<file path="src/verilog/rsh_params.svh">
`ifndef RSH_PARAMS_SVH
`define RSH_PARAMS_SVH
// Switch mode codes, holdover_enable_n = 1
`define RSH_MODE_SHORT_HOLD 2'h2
`define RSH_MODE_AUTO_HOLD 2'h3
// Reset values
`define RSH_CNT_RST 8'h00
`define RSH_DIV_RST 18'h00000
`define RSH_VAL_RST 8'h00
`endif

</file>
<file path="src/verilog/rsh_pkg.sv">
package rsh_pkg;
  // Controller states
  typedef enum logic [1:0] {
    RSH_LOCKED = 2'b00,
    RSH_HOLD_WAIT = 2'b01,
    RSH_HOLD_STAY = 2'b10
  } rsh_state_t;
  // Per-input monitor status
  typedef struct packed {
    logic [1:0] now;
    logic [1:0] sticky;
  } rsh_input_stat_t;
endpackage : rsh_pkg

</file>
<file path="src/verilog/rsh_ref_select.sv">
`timescale 1ns/100ps
`include "rsh_params.svh"
//
// Overview of operation
// Short-term holdover: selection comes from pin or bit, never from the machine.
// Short-term holdover: loss on selected input enters holdover at once.
// Short-term holdover: revalidation count governs recovery, relock to same input.
// Auto-with-holdover: loss on primary or manual change enters holdover, starts counter.
// Auto-with-holdover: switch to valid secondary only after hold-off expiry.
// Auto-with-holdover: holdover ends early on primary revalidation or manual selection change.
// Auto-with-holdover: invalid secondary keeps the device in holdover.
// Holdover output comes from stored digital frequency and phase value.
// Reset leaves manual holdover control; selection from pin or bit.
// Manual holdover: selection change holds over until counter expiry, then switches.
// Manual holdover: status shows new selection, holdover flag low throughout.
// Auto loss on active input drops reference flags and starts countdown together.
// During countdown both inputs are monitored, losses flagged momentary and sticky.
// Active input recovering mid-countdown: status high, no switch, revertive ignored.
// Expiry with active revalidated: keep it, reference ok, leave holdover.
// Expiry with other input valid: select it, reference ok, leave holdover.
// Expiry with none valid: keep selection, reference low, sticky uncleared, stay.
// Revertive switching resumes after holdover only when enabled.
// Auto mode selection follows loss status; status shows machine choice.
// Hold-off counter ticks on divided clock and reloads after expiry.
// Revertive switch only to higher-priority revalidated input; off by default.
// Sticky flags set on event, cleared by write one when allowed.
//
module rsh_ref_select #(
  parameter int DIV_W = 18, // Hold-off divider width
  parameter int CNT_W = 8   // Hold-off counter width
) (
  input wire logic i_clk,                       // Divided VCXO clock
  input wire logic i_srst,                      // Sync reset, high
  input wire logic i_holdover_enable_n,         // 0 = manual holdover control
  input wire logic [1:0] i_switch_mode_code,    // Switch mode
  input wire logic i_source_internal,           // 1 = use internal select bit
  input wire logic i_select_pin,                // External select pin
  input wire logic i_select_bit,                // Internal select bit
  input wire logic [1:0] i_signal_loss,         // Per-input loss, from pins
  input wire logic [CNT_W-1:0] i_holdoff_start_value, // Counter start value
  input wire logic [DIV_W-1:0] i_holdoff_clock_divider, // Clock cycles per count, minus one
  input wire logic [7:0] i_revalidation_count,  // Clean cycles to revalidate, minus one
  input wire logic i_revertive_enable,          // Revertive switching
  input wire logic i_priority_high_in1,         // 1 = input 1 outranks input 0
  input wire logic [1:0] i_clear_input_sticky,  // Write-1 clear pulses
  input wire logic i_clear_reference_sticky,    // Write-1 clear pulse
  output rsh_pkg::rsh_input_stat_t o_input_stat, // Input status now/sticky
  output logic o_holdover_active_n,             // Low while in holdover
  output logic o_selected_input_status,         // Current input
  output logic o_reference_status_now,          // Selected reference ok
  output logic o_reference_status_sticky,       // Sticky reference ok, low on loss
  output logic o_use_stored_value               // PLL runs from stored value
);

  //--------------------------------------------------
  // Input synchronisers and validation
  //--------------------------------------------------
  logic [1:0] loss_meta_r;
  logic [1:0] loss_sync_r;
  logic [1:0] loss_prev_r;
  logic [1:0] valid_r;
  logic [7:0] val_cnt_r [2];
  logic pin_meta_r;
  logic pin_sync_r;

  // Two-stage sync of pins
  always_ff @(posedge i_clk) begin
    loss_meta_r <= i_signal_loss;
    loss_sync_r <= loss_meta_r;
    pin_meta_r <= i_select_pin;
    pin_sync_r <= pin_meta_r;
  end

  // Validation: input valid after revalidation_count + 1 clean cycles
  for (genvar g = 0; g < 2; g++) begin : g_val
    always_ff @(posedge i_clk) begin
      if (i_srst) begin
        val_cnt_r[g] <= `RSH_VAL_RST;
        valid_r[g] <= 1'b0;
        loss_prev_r[g] <= 1'b0;
      end else begin
        loss_prev_r[g] <= loss_sync_r[g];
        if (loss_sync_r[g]) begin
          val_cnt_r[g] <= `RSH_VAL_RST;
          valid_r[g] <= 1'b0;
        end else if (val_cnt_r[g] >= i_revalidation_count) begin
          valid_r[g] <= 1'b1;
        end else begin
          val_cnt_r[g] <= val_cnt_r[g] + 8'h01;
        end
      end
    end
  end

  //--------------------------------------------------
  // Input sticky flags
  //--------------------------------------------------
  logic [1:0] in_sticky_r;
  logic [1:0] loss_rise;
  assign loss_rise = loss_sync_r & ~loss_prev_r;

  // Set wins over clear; monitored in every state
  always_ff @(posedge i_clk) begin
    if (i_srst) begin
      in_sticky_r <= 2'h0;
    end else begin
      in_sticky_r <= (in_sticky_r & ~(i_clear_input_sticky & valid_r)) | loss_rise;
    end
  end
  assign o_input_stat.now = valid_r;
  assign o_input_stat.sticky = in_sticky_r;

  //--------------------------------------------------
  // Mode decode and user selection
  //--------------------------------------------------
  logic mode_short;
  logic mode_auto;
  logic user_sel;
  logic user_sel_prev_r;
  logic user_change;
  assign mode_short = i_holdover_enable_n && (i_switch_mode_code == `RSH_MODE_SHORT_HOLD);
  assign mode_auto = i_holdover_enable_n && (i_switch_mode_code == `RSH_MODE_AUTO_HOLD);
  assign user_sel = i_source_internal ? i_select_bit : pin_sync_r;

  always_ff @(posedge i_clk) begin
    if (i_srst) begin
      user_sel_prev_r <= 1'b0;
    end else begin
      user_sel_prev_r <= user_sel;
    end
  end
  assign user_change = user_sel != user_sel_prev_r;

  //--------------------------------------------------
  // Hold-off divider and down-counter
  //--------------------------------------------------
  logic [DIV_W-1:0] div_r;
  logic [CNT_W-1:0] cnt_r;
  logic counting;
  logic tick;
  logic expire;
  rsh_pkg::rsh_state_t state_r;

  assign counting = (state_r == rsh_pkg::RSH_HOLD_WAIT);
  assign tick = counting && (div_r == '0);
  assign expire = counting && (cnt_r == '0);

  // Clocked only while counting, reloads on start and expiry
  always_ff @(posedge i_clk) begin
    if (i_srst || !counting) begin
      div_r <= `RSH_DIV_RST;
      cnt_r <= i_srst ? `RSH_CNT_RST : i_holdoff_start_value;
    end else if (expire) begin
      cnt_r <= i_holdoff_start_value;
    end else begin
      div_r <= tick ? i_holdoff_clock_divider : div_r - 1'b1;
      if (tick) begin
        cnt_r <= cnt_r - 1'b1;
      end
    end
  end

  //--------------------------------------------------
  // Selection state machine
  //--------------------------------------------------
  logic sel_r;
  logic act_valid;
  logic oth_valid;
  assign act_valid = valid_r[sel_r];
  assign oth_valid = valid_r[~sel_r];

  always_ff @(posedge i_clk) begin
    if (i_srst) begin
      state_r <= rsh_pkg::RSH_LOCKED;
      sel_r <= 1'b0;
    end else begin
      unique case (state_r)
        rsh_pkg::RSH_LOCKED: begin
          if (mode_short) begin
            sel_r <= user_sel;
            if (!valid_r[user_sel]) begin
              state_r <= rsh_pkg::RSH_HOLD_STAY;
            end
          end else if (!i_holdover_enable_n && user_change) begin
            state_r <= rsh_pkg::RSH_HOLD_WAIT;
          end else if (mode_auto && (!act_valid || user_change)) begin
            state_r <= rsh_pkg::RSH_HOLD_WAIT;
          end else if (mode_auto && i_revertive_enable && oth_valid
                       && (i_priority_high_in1 != sel_r)) begin
            sel_r <= ~sel_r;
          end
        end
        rsh_pkg::RSH_HOLD_WAIT: begin
          if (!i_holdover_enable_n) begin
            if (expire) begin
              sel_r <= user_sel;
              state_r <= rsh_pkg::RSH_LOCKED;
            end
          end else if (mode_auto && user_change) begin
            sel_r <= user_sel;
            state_r <= rsh_pkg::RSH_LOCKED;
          end else if (mode_auto && act_valid) begin
            // Active input came back mid-countdown: keep it and end holdover early
            state_r <= rsh_pkg::RSH_LOCKED;
          end else if (expire) begin
            if (act_valid) begin
              state_r <= rsh_pkg::RSH_LOCKED;
            end else if (oth_valid) begin
              sel_r <= ~sel_r;
              state_r <= rsh_pkg::RSH_LOCKED;
            end else begin
              state_r <= rsh_pkg::RSH_HOLD_STAY;
            end
          end
        end
        rsh_pkg::RSH_HOLD_STAY: begin
          if (mode_short) begin
            sel_r <= user_sel;
            if (valid_r[user_sel]) begin
              state_r <= rsh_pkg::RSH_LOCKED;
            end
          end else if (act_valid) begin
            state_r <= rsh_pkg::RSH_LOCKED;
          end else if (oth_valid || user_change || !mode_auto) begin
            if (oth_valid) begin
              sel_r <= ~sel_r;
            end
            state_r <= rsh_pkg::RSH_LOCKED;
          end
        end
        default: state_r <= rsh_pkg::RSH_LOCKED;
      endcase
    end
  end

  //--------------------------------------------------
  // Status outputs
  //--------------------------------------------------
  logic ref_sticky_r;
  logic in_hold;
  assign in_hold = (state_r != rsh_pkg::RSH_LOCKED);

  // Sticky reference: dropped on loss, clearable only when valid
  always_ff @(posedge i_clk) begin
    if (i_srst) begin
      ref_sticky_r <= 1'b1;
    end else if (!act_valid && !in_hold) begin
      ref_sticky_r <= 1'b0;
    end else if (i_clear_reference_sticky && act_valid && !in_hold) begin
      ref_sticky_r <= 1'b1;
    end
  end

  assign o_holdover_active_n = !in_hold;
  assign o_use_stored_value = in_hold;
  assign o_selected_input_status = (!i_holdover_enable_n && in_hold) ? user_sel : sel_r;
  assign o_reference_status_now = act_valid && !in_hold;
  assign o_reference_status_sticky = ref_sticky_r;
endmodule : rsh_ref_select
</file>
<file path="config.mk">
export PLATFORM = sky130hd
export DESIGN_NAME = rsh_ref_select
export DESIGN_NICKNAME = d
export VERILOG_FILES = /design/src/verilog/rsh_pkg.sv /design/src/verilog/rsh_ref_select.sv
export VERILOG_INCLUDE_DIRS = /design/src /design/src/verilog
export SDC_FILE = /design/constraint.sdc
export NUM_CORES = 1
export LEC_CHECK = 0
export ABC_CLOCK_PERIOD_IN_PS = 3300
export BUFFER_PORTS_ARGS = -buffer_cell sky130_fd_sc_hd__buf_2
export CORE_MARGIN = 2
export CORE_UTILIZATION = 50
export CTS_CLUSTER_SIZE = 25
export DETAILED_ROUTE_END_ITERATION = 10
export PLACE_DENSITY = 0.83
export SLEW_MARGIN = 20
export SYNTH_ARGS = -nofsm -noshare
export SYNTH_HDL_FRONTEND = slang
export SYNTH_SLANG_ARGS = --single-unit
</file>
<file path="constraint.sdc">
create_clock -name i_clk -period 3.3 [get_ports i_clk]
set_input_delay 0.825 -clock i_clk [delete_from_list [all_inputs] [get_ports i_clk]]
set_output_delay 0.825 -clock i_clk [all_outputs]
set_load 0.03 [all_outputs]
</file>
; After elaboration in Yosys (flattened, before gate mapping)
; Memory sizes are Yosys's and may differ from the RTL's.
; Index checks and enable logic that the tools add are counted.
[word_totals]
regBits = 43
mem_bits_rw = 16
input_bits = 49
mem_count = 1
[memory_table]
columns = memory, words, width, rd, rd_clocked_by_memory_dff, write_ports, line_no
row1 = val_cnt_r, 2, 8, 2, 0, 2, rsh_ref_select.sv:62  ; logic [7:0] val_cnt_r [2];
[classes]
addsub = 4
magnitude_cmp = 5
eq_ne = 19
mux = 66
n_bitwise = 11
reduce_logical = 36
[op_table]
columns = operator, n
row1 = $mux 8, 8
row2 = $mux 1, 40
row3 = $mux 2, 15
row4 = $ne 3x3->1 const B, 7
row5 = $logic_not 18->1, 1
row6 = $mux 18, 1
row7 = $sub 18x1->18 const B, 1
row8 = $add 8x1->8 const B, 2
row9 = $ge 8x8->1, 2
row10 = $logic_and 1x1->1, 16
row11 = $ne 4x4->1 const B, 3
row12 = $reduce_and 10->1, 1
row13 = $logic_not 8->1, 1
row14 = $sub 8x1->8 const B, 1
row15 = $and 2x2->2, 3
row16 = $eq 2x2->1 const B, 3
row17 = $lt 1x2->1 const B, 3
row18 = $pmux 2 s3, 1
row19 = $reduce_and 6->1, 1
row20 = $reduce_bool 3->1, 2
row21 = $logic_not 1->1, 5
row22 = $logic_or 1x1->1, 4
row23 = $ne 4x1->1 const B, 1
row24 = $ne 4x3->1 const B, 1
row25 = other kinds (11), 18

; Logic depth before layout (Yosys ltp)
; Gate-level depths: netlist of the first run.
[logic_depth]
word_depth = 10
mapped_depth = 11

; Worst setup path before layout of the first run
; Ideal clock, no wire load.
[synth_path]
path_type = input port to flip-flop
start = in i_revalidation_count[0]
end = mem val_cnt_r[0][0], enable pin
arrival_ns = 2.784
slack_ns = 0.112
stages = 7
path_buffers = 0
path_cell_list = ha_1 -> nand2b_1 -> a21o_1 -> a21o_1 -> nand2_1 -> a21oi_1 -> o311ai_0
[synth_lines]
columns = element, line_no
row1 = start: declaration, rsh_ref_select.sv:42  ; input wire logic [7:0] i_revalidation_count,
row2 = end: declaration, rsh_ref_select.sv:62

; Final worst setup path of the first run
[layout_path]
start = reg cnt_r[5]
end = reg sel_r
[layout_between]
elab_chain_len = 4
[layout_lines]
columns = element, line_no
row1 = start: declaration, rsh_ref_select.sv:138  ; logic [CNT_W-1:0] cnt_r;
row2 = start signal: assignment, rsh_ref_select.sv:152  ; cnt_r <= i_srst ? `RSH_CNT_RST : i_holdoff_start_value;
row3 = start signal: assignment, rsh_ref_select.sv:154  ; cnt_r <= i_holdoff_start_value;
row4 = start signal: assignment, rsh_ref_select.sv:158  ; cnt_r <= cnt_r - 1'b1;
row5 = $logic_not 8->1 (*), rsh_ref_select.sv:146  ; assign expire = counting && (cnt_r == '0);
row6 = $logic_and 1x1->1 (*), rsh_ref_select.sv:146
row7 = $ne 4x1->1 (no line) / $ne 3x2->1 (equally long branches), --
row8 = $reduce_and 10->1 (no line) (*), --
row9 = end signal: assignment, rsh_ref_select.sv:180  ; sel_r <= user_sel;
row10 = end signal: assignment, rsh_ref_select.sv:190  ; sel_r <= ~sel_r;
row11 = end signal: assignment, rsh_ref_select.sv:196  ; sel_r <= user_sel;
row12 = end: declaration, rsh_ref_select.sv:166  ; logic sel_r;
; Mark *: on every way between the ends. The rest lies on a longest branch, timed or not.
; A chain may end at the register's enable or synchronous reset.

==> impl_metrics.py, run 1 <==
metrics = {
    "outcome": {
        "status": "complete, no violations",
    },
    "die": {
        "core_um2": 7292,
        "start_util_pct": 51.75,
        "die_y_um": 90.88,
        "die_area_um2": 8258,
        "die_width_um": 90.88,
        "io_pins": 58,
        "rows": 31,
    },
    "logic_synthesis": {
        "synth_top_flop_cell": "dfxtp_1",
        "synth_nets": 508,
        "synth_top_family_by_area": "simple AND/OR/NAND/NOR gates",
        "yosys.area.top_type": "edfxtp_1",
        "async_flop_share_pct": 0,
        "ys_ff_latch": 59,
        "synth_mux_area_share_pct": 3.912,
        "synthSimpleGateAreaFrac_pct": 23.97,
        "yosysTopAreaCellShare_pct": 19.10,
        "synth_xor_area_share_pct": 4.410,
        "synth_fa_ha_area_share_pct": 8.621,
        "yosys_warnings": 0,
        "netlist_top_cells_area": "edfxtp_1 (19%), dfxtp_1 (19%), ha_1 (8.6%), nor2_1 (4.7%), a21oi_1 (3.7%)",
        "netlist_instances": 433,
        "syn_area_per_cell_um2": 8.715,
        "synth_edf_count": 24,
        "synth_compound_area_share_pct": 17.24,
        "synth_area_um2": 3774,
        "ys_seq_area_share_pct": 37.67,
        "synth_cell_types": 58,
    },
    "grt": {
        "grt_pass1_vias": 3235,
        "antenna_found_initial": 0,
        "grt_max_degree": 27,
        "track_usage_pct": 21.54,
        "grt_overflow": 0,
        "grt_pass1_wl_um": 14440,
    },
    "timing": {
        "slew_viol_final": 0,
        "setup-violations-final": 0,
        "fin_setup_tns_ns": 0,
        "hold_viol_final": 0,
        "fmax_mhz": 350.7,
        "slew_headroom_pct": 49.39,
        "hold_ws_ns": 0.3276,
        "rsz0062_at_grt": "false",
        "fin_crit_sh_pct": 86.40,
        "worst_slew_pin_slew_ns": 0.7591,
        "skew_ns": 0.006167,
        "fin_crit_ns": 2.851,
        "setup_slack_ns": 0.4489,
    },
    "setup_path": {
        "start_kind": "flop",
        "reg2reg_to": "sel_r",
        "cp_data_required_time_ns": 3.53,
        "r2r-start": "cnt_r[5]",
        "critPathCapture": "sel_r",
        "rr_worst_depth": 6,
        "crit_fanout": 26,
        "critPathLaunch": "cnt_r[5]",
        "critical_path_arrival_ns": 3.08,
        "r2r_slack_ns": 0.45,
        "end_kind": "flop",
        "path_class": "flop to flop",
    },
    "place": {
        "place_ws_ns": 0.4684,
        "port_buffers": 57,
        "post-place-cells": 578,
        "place_hpwl_um": 6284,
        "place_area_um2": 4170,
        "place_congestion": 0.8682,
    },
    "clock_tree": {
        "cts.htree.levels": 3,
        "cts_buffers": 9,
        "clockBufferDepth": 2,
        "tritoncts": "built",
        "cts_setup_buffers": 0,
        "cts-resized-gates": 0,
        "cts_sinks": 59,
        "ctsHoldBuffers": 0,
        "root_buffer": "clkbuf_8",
        "clock_latency_ns": 0.35,
        "clk_pin_slew_ns": 0.07,
    },
    "layout": {
        "diodes": 0,
        "syn2layout_area_growth_pct": 15.38,
        "nFillCells": 680,
        "fin_area_um2": 4354,
        "multi_input_area_um2": 2201,
        "drive_above_1_share_pct": 18.59,
        "postLayoutCoreUtil_pct": 59.71,
        "final_nets": 565,
        "seqCellArea_um2": 1421,
        "fin_cells": 594,
    },
    "detailed_routing": {
        "drc_errors": 0,
        "drt_wl_total_um": 8645,
        "wl_per_cell_um": 14.55,
        "dr.pass1.iters": 6,
        "ant_nets": 0,
        "dr.first_iter.drc_count": 244,
        "drt-vias-per-instance": 5.764,
        "via_count": 3424,
    },
    "run": {
        "maxCapViolations": 0,
    },
    "power": {
        "finalPower_mw": 3.814,
        "p_leak_nw": 1.898,
        "ir_worst_vdd_mv": 0.6961,
        "power_density_nw_per_um2": 876.0,
    },
    "min_path": {
        "hp-class": "flop to flop",
    },
}
[sequential cells by signal, indices dropped and copies added (netlist names), 2 cells and up]
| name | flops |
|---|---|
| loss_sync_r | 2 |
| div_r | 18 |
| val_cnt_r | 16 |
| loss_meta_r | 2 |
| cnt_r | 8 |
| o_input_stat | 2 |
| loss_prev_r | 2 |
| state_r | 2 |
| in_sticky_r | 2 |
[synth_stat cells (5+ instances only)]
cell type	instances
a211oi_1	11
dfxtp_1	35
a21o_1	8
ha_1	26
nor2b_1	6
nand4_1	6
mux2i_1	8
a21oi_1	28
edfxtp_1	24
nor4_1	8
nand2_1	32
clkbuf_1	15
nand3_1	17
xnor2_1	9
nor2_1	47
mux2_2	5
inv_1	19
and3_1	5
o21ai_0	16
nor3_1	28
xor2_1	10
[where the power goes]
group	switching, mW	internal [mW]	leakage (nW)
logic	1.18	0.887	1.23
clock network	0.297	0.342	0.0935
registers	0.177	0.935	0.574
[how the worst min path moves through the flow]
stage	start	slack (ns)	to	cells after the start
after CTS	pin_meta_r	0.33	pin_sync_r	0
after floorplan	loss_meta_r[0]	0.31	loss_sync_r[0]	0
final	pin_meta_r	0.33	pin_sync_r	0
after global placement	pin_meta_r	0.31	pin_sync_r	0
after global routing	loss_meta_r[0]	0.33	loss_sync_r[0]	0
after detailed placement	pin_meta_r	0.31	pin_sync_r	0
[logic make-up (layout without fill, tap and decap cells)]
family / after synthesis / in the layout
buffers and inverters: 39 / 101
AO/OA/AOI/OAI: 98 / 98
flip-flops: 59 / 59
adder cells (fa/ha/maj): 26 / 26
AND/OR/NAND/NOR: 178 / 178
XOR/XNOR: 19 / 19
multiplexers: 14 / 14
[critical path: stages, from the launching register on]
cell and delay (ns):
edfxtp_1 0.41, or4_4 0.58, or4b_4 0.68, nand2_8 0.15, nor2_2 0.06, or4_1 0.54
mux2_1 0.33
[placed cells by master (no fill, tap or decap), types with 3 or more instances in the layout]
cell      netlist  final
or3_1           4      4
nand2_1        32     32
nand2b_1        4      4
edfxtp_1       24     24
mux2_2          5      5
nor3_1         28     28
xor2_1         10     10
clkinv_2        0      3
a21o_1          8      8
inv_1          19     19
and2_1          4      4
a21oi_1        28     28
clkbuf_8        0      9
nand3_1        17     17
mux2i_1         8      8
nor4_1          8      8
a211oi_1       11     11
nor2_1         47     47
dfxtp_1        35     35
nor3b_1         4      4
xnor2_1         9      9
ha_1           26     26
nor2b_1         6      6
buf_4           0      9
o211ai_1        4      4
and3_1          5      5
buf_2           3     57
or4_1           3      3
nand4_1         6      6
o21ai_0        16     16
a31oi_1         3      3
a22oi_1         4      4
[final cells by class]
cell class	count	area share, %
Clock inverter	6	1.293
Tap cell	99	2.845
Timing Repair Buffer	66	8.103
Sequential cell	59	32.64
Clock buffer	10	2.931
Inverter	19	1.638
Multi-Input combinational cell	335	50.55
[metal layers]
layer	vias up	global-route usage, %	wire length [um]
met3	15	3.589	502
li1	1714	-	-
met5	-	0	0
met2	112	37.44	4251
met4	0	9.975	168
met1	1583	25.98	3722
(Power assumes the default switching activity.)
==> run 2, diff against run 1 <==
- MAX_ROUTING_LAYER: default -> met4
==> impl_metrics.py, run 2 (synthesis results as in run 1) <==
metrics = {
    "outcome": {
        "status": "complete, no violations",
    },
    "layout": {
        "fin_area_um2": 4354,
        "final_nets": 565,
        "layout_commonest_cell": "buf_2",
        "largest_register_ffs": 18,
        "multi_input_area_um2": 2201,
        "seqCellArea_um2": 1421,
        "top_regs": "div_r: 18 flops, val_cnt_r: 16 flops, cnt_r: 8 flops",
        "postLayoutCoreUtil_pct": 59.71,
        "nFillCells": 680,
        "layout_common_cells": "buf_2 (57), nor2_1 (47), dfxtp_1 (35)",
        "top_register": "div_r",
        "syn2layout_area_growth_pct": 15.38,
        "drive_above_1_share_pct": 18.59,
        "diodes": 0,
    },
    "detailed_routing": {
        "drt-vias-per-instance": 5.795,
        "via_count": 3442,
        "drt_wl_total_um": 8691,
        "drc_errors": 0,
        "dr.first_iter.drc_count": 234,
        "dr.pass1.iters": 5,
        "ant_nets": 0,
        "wl_per_cell_um": 14.63,
    },
    "setup_path": {
        "r2r-start": "cnt_r[5]",
        "critical_path_arrival_ns": 3.08,
        "crit_fanout": 26,
        "cp_cell_sequence": "or4_4, or4b_4, nand2_8, nor2_2, or4_1, mux2_1",
        "cp_data_required_time_ns": 3.52,
        "critPathSlowestCell": "or4b_4",
        "max_stage_delay_ns": 0.68,
        "path_class": "flop to flop",
        "end_kind": "flop",
        "start_kind": "flop",
        "critPathLaunch": "cnt_r[5]",
    },
    "timing": {
        "rsz0062_at_grt": "false",
        "setup-violations-final": 0,
        "hold_viol_final": 0,
        "fin_setup_tns_ns": 0,
        "slew_headroom_pct": 49.95,
        "fin_crit_sh_pct": 86.43,
        "fin_crit_ns": 2.852,
        "setup_slack_ns": 0.4476,
        "slew_viol_final": 0,
        "worst_slew_pin_slew_ns": 0.7507,
        "skew_ns": 0.006764,
        "fmax_mhz": 350.6,
    },
    "place": {
        "port_buffers": 57,
        "place_congestion": 0.8823,
        "place_ws_ns": 0.4684,
        "place_hpwl_um": 6284,
        "place_area_um2": 4170,
    },
    "clock_tree": {
        "root_buffer": "clkbuf_8",
        "clock_latency_ns": 0.34,
        "cts_buffers": 9,
        "clockBufferDepth": 2,
        "ctsHoldBuffers": 0,
        "cts_setup_buffers": 0,
        "cts-resized-gates": 0,
        "tritoncts": "built",
        "cts_sinks": 59,
        "clk_pin_slew_ns": 0.07,
        "cts.htree.levels": 3,
    },
    "die": {
        "start_util_pct": 51.75,
        "core_um2": 7292,
        "die_width_um": 90.88,
        "die_area_um2": 8258,
        "die_y_um": 90.88,
        "io_pins": 58,
        "rows": 31,
    },
    "grt": {
        "gr-usage-met2_pct": 37.38,
        "antenna_found_initial": 0,
        "track_usage_pct": 22.15,
        "use_met3_pct": 4.257,
        "grt_use_met1_pct": 26.40,
        "grt_pass1_vias": 3234,
        "grt_pass1_wl_um": 14480,
        "grt_max_degree": 27,
        "grt_overflow": 0,
        "top_usage_layer": "met2",
    },
    "power": {
        "seq_power_share_pct": 29.2,
        "switchingPower_mw": 1.649,
        "power.share.switching_pct": 43.25,
        "internal_power_mw": 2.164,
        "power.share.clock_pct": 16.7,
        "p_leak_nw": 1.898,
        "ir_worst_vdd_mv": 0.7026,
        "power_density_nw_per_um2": 875.6,
        "p_comb_share_pct": 54.1,
    },
    "min_path": {
        "worstHoldStart": "pin_meta_r",
        "hp-class": "flop to flop",
    },
    "run": {
        "maxCapViolations": 0,
    },
}
[run 2: cell counts in the layout (fill, tap and decap cells not counted)]
Identical to the previous run, type by type.
[run 2: worst max-delay path: cells and delay by family (launching register included)]
kind,cells,cell delay (ns)
flops,1,0.41
mux,1,0.33
simple gates,5,2.01
[run 2: final timing paths]
check / end / slack [ns] / cells after the start
worst max-delay path: sel_r / 0.45 / 6
worst min-delay path: pin_sync_r / 0.33 / 0
worst max register to register: sel_r / 0.45 / 6
worst min register to register: pin_sync_r / 0.33 / 0
[run 2: metal layers]
layer | part of all wire (%) | wire length, um
met1 | 43 | 3697
met2 | 49 | 4281
met3 | 6.5 | 568
met4 | 1.7 | 144
met5 | 0 | 0
[run 2: power by group through the flow]
stage / logic [mW] / registers (mW) / clock network [mW]
floorplan: 1.64 / 1.07 / 0
global placement: 1.98 / 1.11 / 0
detailed placement: 2.03 / 1.12 / 0
CTS: 2.04 / 1.11 / 0.651
global route: 2.31 / 1.14 / 0.682
finish: 2.06 / 1.11 / 0.638
[run 2: metrics by stage]
stage	instances	hold WS [ns]	total power, mW
5_1_grt	594	0.3348	4.122
3_5_place_dp	578	0.3128	3.149
6_report	594	0.3281	3.812
4_1_cts	594	0.3300	3.798
2_1_floorplan	433	0.3096	2.707
3_3_place_gp	578	0.3116	3.090
[run 2: layout make-up]
type,instances,area share [%]
multi-input combinational,335,50.55
sequential,59,32.64
timing repair buffer,66,8.103
clock buffer,10,2.931
tap,99,2.845
inverter,19,1.638
clock inverter,6,1.293
